### config.mk
export PLATFORM = sky130hd
export DESIGN_NAME = lcis_input_select
export DESIGN_NICKNAME = d
export VERILOG_FILES = /design/src/lcis_pkg.sv /design/src/lcis_chan_if.sv /design/src/lcis_input_select.sv /design/src/lcis_chan_mux.sv
export SDC_FILE = /design/constraint.sdc
export NUM_CORES = 1
export LEC_CHECK = 0
export ABC_AREA = 1
export BUFFER_PORTS_ARGS = -buffer_cell sky130_fd_sc_hd__buf_2
export CAP_MARGIN = 20
export CORE_UTILIZATION = 47
export DETAILED_ROUTE_END_ITERATION = 10
export GPL_TIMING_DRIVEN = 0
export PLACE_DENSITY_LB_ADDON = 0.08
export SLEW_MARGIN = 20
export SYNTH_ARGS = -nofsm -noshare
export SYNTH_HDL_FRONTEND = slang
export SYNTH_SLANG_ARGS = --single-unit
export TNS_END_PERCENT = 20
### constraint.sdc
create_clock -name ref_clk -period 1.2 [get_ports ref_clk]
set_clock_uncertainty 0.05 [all_clocks]
set_input_delay 0.06 -clock ref_clk [delete_from_list [all_inputs] [get_ports ref_clk]]
set_output_delay 0.06 -clock ref_clk [all_outputs]
set_load 0.02 [all_outputs]
### src/lcis_pkg.sv
/*
 package for the logic cell input select block: register map, field layout,
 reset values and bus response codes.
 assumes an AXI4-Lite master with 32-bit data and byte addresses.

 // How it works
 // - channel two selector bits 6..4 pick candidate input code plus four.
 // - channel one selector bits 2..0 pick candidate input equal to the code.
 // - bits 7 and 3 ignore writes and always read back zero.
 // - selectors read/write, undefined at power-up, kept across other resets.
 // - each channel offered true and inverted to every gate, each separately enabled.
*/
package lcis_pkg;
   // register byte addresses
   localparam logic [7:0] SEL_LOW_ADDR = 8'h00;
   localparam logic [7:0] GATE_EN_ADDR = 8'h04;
   localparam logic [7:0] STATUS_ADDR = 8'h08;
   localparam int ADDR_W = 8;
   localparam int DATA_W = 32;

   // selector field layout
   localparam int SEL_W = 3;
   localparam int CH_ONE_LSB = 0;
   localparam int CH_TWO_LSB = 4;
   localparam int CAND_N = 16;
   localparam logic [3:0] CH_ONE_BASE = 4'h0;
   localparam logic [3:0] CH_TWO_BASE = 4'h4;
   localparam logic [3:0] CH_ONE_HIGH_FIRST = 4'h2;

   // power-up value; any value is legal, zero is taken
   localparam logic [2:0] SEL_POR_VALUE = 3'h0;

   // gate enables: per gate {ch2 inv, ch2 true, ch1 inv, ch1 true}
   localparam int GATE_N = 4;
   localparam int TERM_N = 4;
   localparam logic [15:0] GATE_EN_RESET = 16'h0000;

   // status layout
   localparam int STAT_CH_ONE_BIT = 0;
   localparam int STAT_CH_TWO_BIT = 1;
   localparam int STAT_CAND_LSB = 16;

   // write strobe lanes
   localparam int LANE0 = 0;
   localparam int LANE1 = 1;

   localparam logic [1:0] RESP_OKAY = 2'h0;
   localparam logic [1:0] RESP_SLVERR = 2'h2;
endpackage : lcis_pkg

### src/lcis_chan_if.sv
/*
 carrier between the top and one channel multiplexer: selector code,
 synchronised candidate inputs and the chosen channel.
 assumes both ends sit on the same clock.
*/
`timescale 1ns/1ps
interface lcis_chan_if;
   logic [2:0] sel;
   logic [15:0] cand;
   logic chan;
   modport mux (input sel, input cand, output chan);
   modport user (output sel, output cand, input chan);
endinterface : lcis_chan_if

### src/lcis_input_select.sv
/*
 logic cell input select, low half: selector register, two channel
 multiplexers, true/inverted gate terms and an AXI4-Lite register slave.
 assumes ref_clk at 200 MHz, nrst is the power-on/brown-out reset, warmRst
 is a synchronous "other" reset from logic on ref_clk, and candidate
 inputs are asynchronous to ref_clk.
*/
// Implementation choices: the AXI4-Lite interface to the registers and the register addresses.
`timescale 1ns/1ps
module lcis_input_select (
   input wire logic ref_clk,
   input wire logic nrst,
   input wire logic warmRst,
   input wire logic [lcis_pkg::CAND_N-1:0] candidateInput,
   input wire logic [lcis_pkg::ADDR_W-1:0] s_axi_awaddr,
   input wire logic s_axi_awvalid,
   output logic s_axi_awready,
   input wire logic [lcis_pkg::DATA_W-1:0] s_axi_wdata,
   input wire logic [3:0] s_axi_wstrb,
   input wire logic s_axi_wvalid,
   output logic s_axi_wready,
   output logic [1:0] s_axi_bresp,
   output logic s_axi_bvalid,
   input wire logic s_axi_bready,
   input wire logic [lcis_pkg::ADDR_W-1:0] s_axi_araddr,
   input wire logic s_axi_arvalid,
   output logic s_axi_arready,
   output logic [lcis_pkg::DATA_W-1:0] s_axi_rdata,
   output logic [1:0] s_axi_rresp,
   output logic s_axi_rvalid,
   input wire logic s_axi_rready,
   output logic dataChannelOne_r,
   output logic dataChannelTwo_r,
   output logic [15:0] gateTerm_r
);
   import lcis_pkg::*;

   // selector and enable storage
   logic [SEL_W-1:0] selOne_r;
   logic [SEL_W-1:0] selTwo_r;
   logic [15:0] gateEn_r;

   // candidate synchroniser
   logic [CAND_N-1:0] candMeta_r;
   logic [CAND_N-1:0] candSync_r;

   // write channel state
   logic awHeld_r;
   logic [ADDR_W-1:0] awAddr_r;
   logic wHeld_r;
   logic [DATA_W-1:0] wData_r;
   logic [3:0] wStrb_r;
   logic awready_r;
   logic wready_r;
   logic bvalid_r;
   logic [1:0] bresp_r;

   // read channel state
   logic arready_r;
   logic rvalid_r;
   logic [DATA_W-1:0] rdata_r;
   logic [1:0] rresp_r;

   // next values
   logic awHeld_nxt;
   logic wHeld_nxt;
   logic bvalid_nxt;
   logic rvalid_nxt;

   // decode wires
   logic awTake;
   logic wTake;
   logic wrDo;
   logic wrSel;
   logic wrGate;
   logic wrMapped;
   logic arTake;
   logic rdSel;
   logic rdGate;
   logic rdStat;
   logic rdMapped;
   logic [DATA_W-1:0] rdWord;
   logic [DATA_W-1:0] selWord;
   logic [DATA_W-1:0] gateWord;
   logic [DATA_W-1:0] statWord;
   logic [15:0] gateEn_nxt;

   // channel wires
   logic chanOne;
   logic chanTwo;
   logic [15:0] term_nxt;

   lcis_chan_if oneIf ();
   lcis_chan_if twoIf ();

   // candidates come from pins, so two flops before any use
   always_ff @(posedge ref_clk or negedge nrst) begin
      if (!nrst) begin
         candMeta_r <= '0;
         candSync_r <= '0;
      end else begin
         candMeta_r <= candidateInput;
         candSync_r <= candMeta_r;
      end
   end

   // feed both multiplexers from the synchronised set
   assign oneIf.sel = selOne_r;
   assign oneIf.cand = candSync_r;
   assign twoIf.sel = selTwo_r;
   assign twoIf.cand = candSync_r;
   assign chanOne = oneIf.chan;
   assign chanTwo = twoIf.chan;

   // channel one window starts at input 0
   lcis_chan_mux #(.BASE(CH_ONE_BASE)) oneMux (
      .port(oneIf)
   );

   // channel two window starts at input 4
   lcis_chan_mux #(.BASE(CH_TWO_BASE)) twoMux (
      .port(twoIf)
   );

   // true and inverted forms, each gated by its own enable bit; plain operands
   // so the assignment wakes whenever a registered channel moves
   assign term_nxt = {GATE_N{~dataChannelTwo_r, dataChannelTwo_r,
                             ~dataChannelOne_r, dataChannelOne_r}} & gateEn_r;

   // register the channels and terms so outputs come from flops
   always_ff @(posedge ref_clk or negedge nrst) begin
      if (!nrst) begin
         dataChannelOne_r <= 1'b0;
         dataChannelTwo_r <= 1'b0;
         gateTerm_r <= '0;
      end else if (warmRst) begin
         dataChannelOne_r <= 1'b0;
         dataChannelTwo_r <= 1'b0;
         gateTerm_r <= '0;
      end else begin
         dataChannelOne_r <= chanOne;
         dataChannelTwo_r <= chanTwo;
         gateTerm_r <= term_nxt;
      end
   end

   // write address and data are taken independently, in either order
   assign awTake = s_axi_awvalid && awready_r;
   assign wTake = s_axi_wvalid && wready_r;
   assign wrDo = awHeld_r && wHeld_r && !bvalid_r;
   assign wrSel = wrDo && !warmRst && (awAddr_r == SEL_LOW_ADDR); // warm reset drops it
   assign wrGate = wrDo && !warmRst && (awAddr_r == GATE_EN_ADDR);
   assign wrMapped = (awAddr_r == SEL_LOW_ADDR) || (awAddr_r == GATE_EN_ADDR);
   assign awHeld_nxt = (awHeld_r && !wrDo) || awTake;
   assign wHeld_nxt = (wHeld_r && !wrDo) || wTake;
   assign bvalid_nxt = wrDo || (bvalid_r && !s_axi_bready);

   // byte lanes of the enable register
   assign gateEn_nxt = {
      (wStrb_r[LANE1] ? wData_r[15:8] : gateEn_r[15:8]),
      (wStrb_r[LANE0] ? wData_r[7:0] : gateEn_r[7:0])
   };

   // write channel sequencing; new address waits until the response is taken
   always_ff @(posedge ref_clk or negedge nrst) begin
      if (!nrst) begin
         awHeld_r <= 1'b0;
         wHeld_r <= 1'b0;
         awAddr_r <= '0;
         wData_r <= '0;
         wStrb_r <= '0;
         awready_r <= 1'b0;
         wready_r <= 1'b0;
         bvalid_r <= 1'b0;
         bresp_r <= RESP_OKAY;
      end else if (warmRst) begin
         awHeld_r <= 1'b0;
         wHeld_r <= 1'b0;
         awready_r <= 1'b0;
         wready_r <= 1'b0;
         bvalid_r <= 1'b0;
         bresp_r <= RESP_OKAY;
      end else begin
         awHeld_r <= awHeld_nxt;
         wHeld_r <= wHeld_nxt;
         if (awTake) begin
            awAddr_r <= s_axi_awaddr;
         end
         if (wTake) begin
            wData_r <= s_axi_wdata;
            wStrb_r <= s_axi_wstrb;
         end
         awready_r <= !awHeld_nxt && !bvalid_nxt;
         wready_r <= !wHeld_nxt && !bvalid_nxt;
         bvalid_r <= bvalid_nxt;
         if (wrDo) begin
            bresp_r <= wrMapped ? RESP_OKAY : RESP_SLVERR;
         end
      end
   end

   // selectors: only power-up clears them, warm reset leaves them alone
   always_ff @(posedge ref_clk or negedge nrst) begin
      if (!nrst) begin
         selOne_r <= SEL_POR_VALUE;
         selTwo_r <= SEL_POR_VALUE;
      end else if (wrSel && wStrb_r[LANE0]) begin
         selOne_r <= wData_r[CH_ONE_LSB +: SEL_W];
         selTwo_r <= wData_r[CH_TWO_LSB +: SEL_W];
      end
   end

   // gate enables follow the same reset scheme
   always_ff @(posedge ref_clk or negedge nrst) begin
      if (!nrst) begin
         gateEn_r <= GATE_EN_RESET;
      end else if (wrGate) begin
         gateEn_r <= gateEn_nxt;
      end
   end

   // read decode; unmapped reads give zero and an error
   assign arTake = s_axi_arvalid && arready_r;
   assign rdSel = s_axi_araddr == SEL_LOW_ADDR;
   assign rdGate = s_axi_araddr == GATE_EN_ADDR;
   assign rdStat = s_axi_araddr == STATUS_ADDR;
   assign rdMapped = rdSel || rdGate || rdStat;
   assign selWord = {24'h000000, 1'b0, selTwo_r, 1'b0, selOne_r};
   assign gateWord = {16'h0000, gateEn_r};
   assign statWord = {candSync_r, 14'h0000, dataChannelTwo_r, dataChannelOne_r};
   assign rdWord = rdSel ? selWord : rdGate ? gateWord : rdStat ? statWord : '0;
   assign rvalid_nxt = arTake || (rvalid_r && !s_axi_rready);

   // read channel: one read at a time, answer one cycle after the take
   always_ff @(posedge ref_clk or negedge nrst) begin
      if (!nrst) begin
         arready_r <= 1'b0;
         rvalid_r <= 1'b0;
         rdata_r <= '0;
         rresp_r <= RESP_OKAY;
      end else if (warmRst) begin
         arready_r <= 1'b0;
         rvalid_r <= 1'b0;
         rresp_r <= RESP_OKAY;
      end else begin
         arready_r <= !rvalid_nxt;
         rvalid_r <= rvalid_nxt;
         if (arTake) begin
            rdata_r <= rdWord;
            rresp_r <= rdMapped ? RESP_OKAY : RESP_SLVERR;
         end
      end
   end

   // bus outputs straight from flops
   assign s_axi_awready = awready_r;
   assign s_axi_wready = wready_r;
   assign s_axi_bvalid = bvalid_r;
   assign s_axi_bresp = bresp_r;
   assign s_axi_arready = arready_r;
   assign s_axi_rvalid = rvalid_r;
   assign s_axi_rdata = rdata_r;
   assign s_axi_rresp = rresp_r;

   // helper logic for the checks below
   logic started_r;
   logic expOne;
   logic expTwo;
   logic selOneHigh;
   logic [SEL_W-1:0] wrFieldOne;
   logic [SEL_W-1:0] wrFieldTwo;
   logic [15:0] expTerms;

   always_ff @(posedge ref_clk or negedge nrst) begin
      if (!nrst) begin
         started_r <= 1'b0;
      end else begin
         started_r <= 1'b1;
      end
   end

   assign expOne = candSync_r[selOne_r];
   assign expTwo = candSync_r[4'({1'b0, selTwo_r} + CH_TWO_BASE)];
   assign selOneHigh = {1'b0, selOne_r} >= CH_ONE_HIGH_FIRST;
   assign wrFieldOne = wData_r[CH_ONE_LSB +: SEL_W];
   assign wrFieldTwo = wData_r[CH_TWO_LSB +: SEL_W];
   assign expTerms = {GATE_N{~dataChannelTwo_r, dataChannelTwo_r,
                             ~dataChannelOne_r, dataChannelOne_r}} & gateEn_r;
endmodule : lcis_input_select

### src/lcis_chan_mux.sv
/*
 one eight-way channel multiplexer: picks candidate input BASE plus code.
 assumes candidates are already synchronised; output is combinational.
*/
`timescale 1ns/1ps
module lcis_chan_mux #(
   parameter logic [3:0] BASE = 4'h0
) (
   lcis_chan_if.mux port
);
   logic [3:0] pickIdx;

   // window of eight starts at base; wraps past the top input
   assign pickIdx = 4'(BASE + {1'b0, port.sel});
   assign port.chan = port.cand[pickIdx];
endmodule : lcis_chan_mux

Yosys cells after proc, flatten, opt, wreduce, memory -nomap -nowiden:

Cells that the tools add are included.

* word-level logic and storage cells: 95
* register bits: 141

* magnitude comparators: 2
* add/sub/neg operators: 1
* equality and inequality tests: 3
* reduce and logical (&&, ||, !) cells: 40
* mux-type cells: 23
* bitwise logic cells: 4

Operators by type and width (count)
* 2-to-1 mux 32 bit: 3
* bitwise AND 16 bit: 1
* == test 8 x 3 -> 1 bit (second input constant): 2
* logical NOT 8 bit: 2
* 2-to-1 mux 16 bit: 1
* logical AND 1 bit: 15
* 2-to-1 mux 2 bit: 6
* 2-to-1 mux 1 bit: 11
* AND reduction 2 bit: 5
* logical NOT 1 bit: 9
* == test 8 x 4 -> 1 bit (second input constant): 1
* logical OR 1 bit: 7
* less-than comparator 3 x 5 -> 1 bit (second input constant): 1
* less-than comparator 4 x 5 -> 1 bit (second input constant): 1
* adder 3 x 3 -> 4 bit (second input constant): 1
* binary-select mux 1 bit (select 4 bit): 1
* nonzero test 2 bit: 2
* binary-select mux 1 bit (select 3 bit): 1
* inverter 1 bit: 3

Logic depth before layout (Yosys ltp):

* depth in word-level cells: 8
* mapped depth: 9

By module:

Synthesis repeated with hierarchy kept, for this count alone.

* cells, all modules: 531
* area, all modules: 5375.2 um^2

By module, submodules not included
* lcis_input_select: instances 1, seq. area each 3478.3 um^2, cells each 475, area an instance 5154.9 um^2
* lcis_chan_mux: instances 2, seq. area each 0.0 um^2, cells each 28, area an instance 110.1 um^2

Worst setup path before layout:

Ideal clock, no wire load.

* kind: register -> register
* start point: register bvalid_r, in the netlist s_axi_bvalid
* end point: register selOne_r[0], in the netlist oneIf.sel[0]
* required time: 1032 ps
* slack: -174 ps
* path buffers: 1
* period minus slack after synthesis: 1374 ps
* cell stages (with the launch flop): 8
* setup time: 118 ps
* arrival time: 1206 ps
* cells stage by stage: dfrtp_1 nor2_1 nand2_1 nor2_1 nand3_1 buf_6 nand2_1 o21ai_2

* longest elaborated chain between the ends: 5

Ends and longest elaborated chain
* from (decl): line lcis_input_select.sv:55 `logic bvalid_r;`
* from (signal assigned): line lcis_input_select.sv:195 `bvalid_r <= bvalid_nxt;`
* logical NOT 1 bit: line lcis_input_select.sv:150 `assign wrDo = awHeld_r && wHeld_r && !bvalid_r;`
* logical AND 1 bit: line lcis_input_select.sv:150
* logical AND 1 bit (2 in a row): line lcis_input_select.sv:151 `assign wrSel = wrDo && !warmRst && (awAddr_r == SEL_LOW_ADDR);`
* logical AND 1 bit: line lcis_input_select.sv:207 `end else if (wrSel && wStrb_r[LANE0]) begin`
* to (signal assigned): line lcis_input_select.sv:208 `selOne_r <= wData_r[CH_ONE_LSB +: SEL_W];`
* to (decl): line lcis_input_select.sv:39 `logic [SEL_W-1:0] selOne_r;`

Every way passes these cells.
A chain may end at the register's enable or synchronous reset.

Final worst setup path:

* start point: register bvalid_r, in the netlist s_axi_bvalid
* end point: register gateEn_r[14]

* longest elaborated chain between the ends: 5

Ends and longest elaborated chain
* logical NOT 1 bit: line lcis_input_select.sv:150
* logical AND 1 bit: line lcis_input_select.sv:150
* logical AND 1 bit (2 in a row): line lcis_input_select.sv:152 `assign wrGate = wrDo && !warmRst && (awAddr_r == GATE_EN_ADDR);`
* AND reduction 2 bit (no source line)
* to (signal assigned): line lcis_input_select.sv:218 `gateEn_r <= gateEn_nxt;`
* to (decl): line lcis_input_select.sv:41 `logic [15:0] gateEn_r;`

Every way passes these cells.

==> out/metrics.cfg <==
[detailed_routing]
drtAntennaViolNets = 0
wl_per_cell_microns = 14.2
drt-initial-drc-count = 253
drt-total-wl_microns = 12300
vias = 4193
drt-vias-per-instance = 4.82
first_pass_iters = 4
drc = 0

[final_layout]
multiInputGateArea_sq_um = 1770
layout.area.seq_sq_um = 3480
area_growth_pct = 45.8
fill_cells = 814
nets = 793
drive_above_1_share = 0.371
final_cells = 870
antenna_cells = 0
postLayoutCellArea_sq_um = 7800

[clocking]
cts_made_buffers = 17
cts.sinks = 139
clkSlewWorstSetupHoldPaths_ns = 0.05
insertion_delay_ns = 0.42
cts_buffer_depth = 2
cts_tree = yes
htreeDepth = 4
cts-root-buf = clkbuf_16

[grt]
grtUsageTotal = 0.225
grt_max_degree = 82
grt_overflow = 0
grt_pass1_vias = 4087
grt_pass1_wl_microns = 19900
antenna_found_initial = 0

[power_and_ir_drop]
intPower_w = 0.00895
vdd_ir_drop_max_uv = 1090
p_sw_frac = 0.224
seq_power_share = 0.449
cellPowerDensity_nw_per_um2 = 1480
power.switching_w = 0.00259
clock_power_share = 0.456
total_power_w = 0.0115
p_leak_nw = 4.07
combPwrFrac = 0.095

[sta]
tns_ns = -3.59
fmax_mhz = 725
slew_headroom = 0.657
setup_viol = 39
finalCriticalPeriod_ns = 1.38
slew_viol_final = 0
rsz0062_at_grt = yes
final_hold_viol_count = 0
max_slew.worst_pin.slew_ns = 0.514
setup_ws_ns = -0.179
fin_crit_sh = 1.15

[worst_setup_path]
crit_start = s_axi_bvalid$_DFF_PN0_
max_stage_delay_ns = 0.42
arrival_ns = 1.63
required_ns = 1.45
slowest_stage = dfrtp_2
endpoint_kind = flop
crit_chain = nor2_4, nand2_4, inv_4, nand2_8, nor2_8, nand2_8, nand2_1, nand2_1
path_class = reg2reg
rr_startpoint = s_axi_bvalid$_DFF_PN0_
path_max_fanout = 8
start_kind = flop

[die]
floorplan.initialDensity = 0.487
coreArea_sq_um = 11000
fp-row-count = 38
dieArea_sq_um = 11800
fp.dieH_microns = 109
ios = 135
die_width_microns = 109

[placed_design]
dp.cells = 759
dpl_cell_area_sq_um = 6150
gp_congestion = 0.790
io_buffer_count = 113
hpwl_microns = 7590
dp_slack_ns = -0.263

[logic_synthesis]
synth-edff-count = 0
synth_ff_type = dfrtp_1
seq_area_frac_synth = 0.650
syn_area_per_cell_sq_um = 10.6
synth_cell_types = 30
synth_warnings = 0
async_flop_share = 1.00
syn_inst = 504
synth_area_sq_um = 5350
ys_ff_latch = 139

[hold_path]
worst_hold_path_type = in2reg
min_from = s_axi_araddr[3]

[run_status]
violations = setup timing
outcome = complete, but fails checks

[run]
maxCapViolations = 0

[through the flow]
step                       util  hold slack (ns)
after global routing      0.711           0.0559
after floorplan               -           -0.286
after CTS                 0.697          0.00759
after global placement    0.557            0.118
after detailed placement  0.560          -0.0364
final                     0.711           0.0372
[cells in the mapped netlist, types with 3 or more instances]
cell type / instances / area (sq um)
o21ai_1: 12 / 60.1
nand2_4: 3 / 33.8
nor2_8: 3 / 60.1
nand3_1: 45 / 225
mux2_2: 11 / 124
inv_1: 49 / 184
dfrtp_1: 139 / 3480
buf_6: 4 / 45.0
nor2_1: 48 / 180
nand2_1: 109 / 409
a21oi_1: 20 / 100
mux2_4: 4 / 60.1
o211ai_1: 3 / 22.5
o21ai_2: 6 / 52.6
clkbuf_1: 4 / 15.0
o21ai_0: 19 / 95.1
buf_2: 5 / 25.0
[power by group through the flow]
stage	Sequential [W]	Combinational, W	Clock (W)
finish	0.00518	0.00110	0.00526
global route	0.00522	0.00121	0.00558
CTS	0.00517	0.00107	0.00533
detailed placement	0.00523	0.000820	0
global placement	0.00522	0.000780	0
floorplan	0.00522	0.000479	0
[cells in the final DEF (no fill, tap or decap), types with 5 or more instances in the layout]
cell type and count:
dlygate4sd3_1 50, o21ai_0 6, o21ai_1 11, buf_8 5
nand3_1 42, clkbuf_1 6, dfrtp_1 136, mux2_2 7
buf_2 112, inv_1 48, buf_4 23, clkbuf_16 17
nand2_1 92, a21oi_1 17, nor2_4 6, buf_6 11
nand2_2 16, nor2_1 43, clkinv_2 5, mux2_4 8
o21ai_2 20
[cell families after synthesis]
| group | share of synthesized area |
|---|---|
| other cells | 0.000701 |
| simple gates | 0.190 |
| buf+inv | 0.0617 |
| mux | 0.0344 |
| flops | 0.650 |
| compound gates | 0.0631 |
[registers in the layout, indices dropped and copies added, names as in the netlist, 8 cells and up]
signal,cells
s_axi_rdata,32
gateEn_r,16
candMeta_r,16
wData_r,16
gateTerm_r,16
candSync_r,16
awAddr_r,8
[critical path, delay by kind of cell, from the launching register on]
| family | cells | cell delay, ns |
|---|---|---|
| flip-flops | 1 | 0.42 |
| buffers and inverters | 1 | 0.09 |
| AND/OR/NAND/NOR | 7 | 0.70 |
[area by class of cell]
| cell class | instances | share of cell area |
|---|---|---|
| Tap cell | 140 | 0.0224 |
| Clock buffer | 24 | 0.0617 |
| Clock inverter | 8 | 0.0148 |
| Multi-Input combinational cell | 298 | 0.227 |
| Sequential cell | 139 | 0.446 |
| Inverter | 52 | 0.0263 |
| Timing Repair Buffer | 192 | 0.180 |
| Buffer | 17 | 0.0218 |
[worst paths after layout]
| kind | cells after the start | end | slack, ns |
|---|---|---|---|
| max | 8 | gateEn_r[14]$_DFFE_PN0P_ | -0.18 |
| min | 5 | s_axi_rdata[30]$_DFFE_PN0P_ | 0.04 |
| max reg2reg | 8 | gateEn_r[14]$_DFFE_PN0P_ | -0.18 |
| min reg2reg | 0 | candSync_r[2]$_DFF_PN0_ | 0.29 |
| max in group asynchronous | 3 | oneIf.sel[0]$_DFFE_PN0P_ | 0.26 |
| min in group asynchronous | 2 | s_axi_rdata[31]$_DFFE_PN0P_ | 0.10 |
[routing by layer]
metal | track usage | vias up | part of all wire
met5 | 0 | - | 0
met4 | 0.0917 | 0 | 0.016
met3 | 0.0526 | 17 | 0.049
met2 | 0.343 | 115 | 0.47
met1 | 0.312 | 2022 | 0.47
li1 | - | 2039 | -
[timing repair]
item                                   4_1_cts  5_1_grt
setup buffers                               17        9
pin swaps                                   14       10
gates cloned                                 3        0
resized for setup                           68       23
setup endpoints to repair                   61       66
hold buffers                                49        2
endpoints found under the hold margin      196        5
Note: power is estimated with default switching activity, not from simulation.
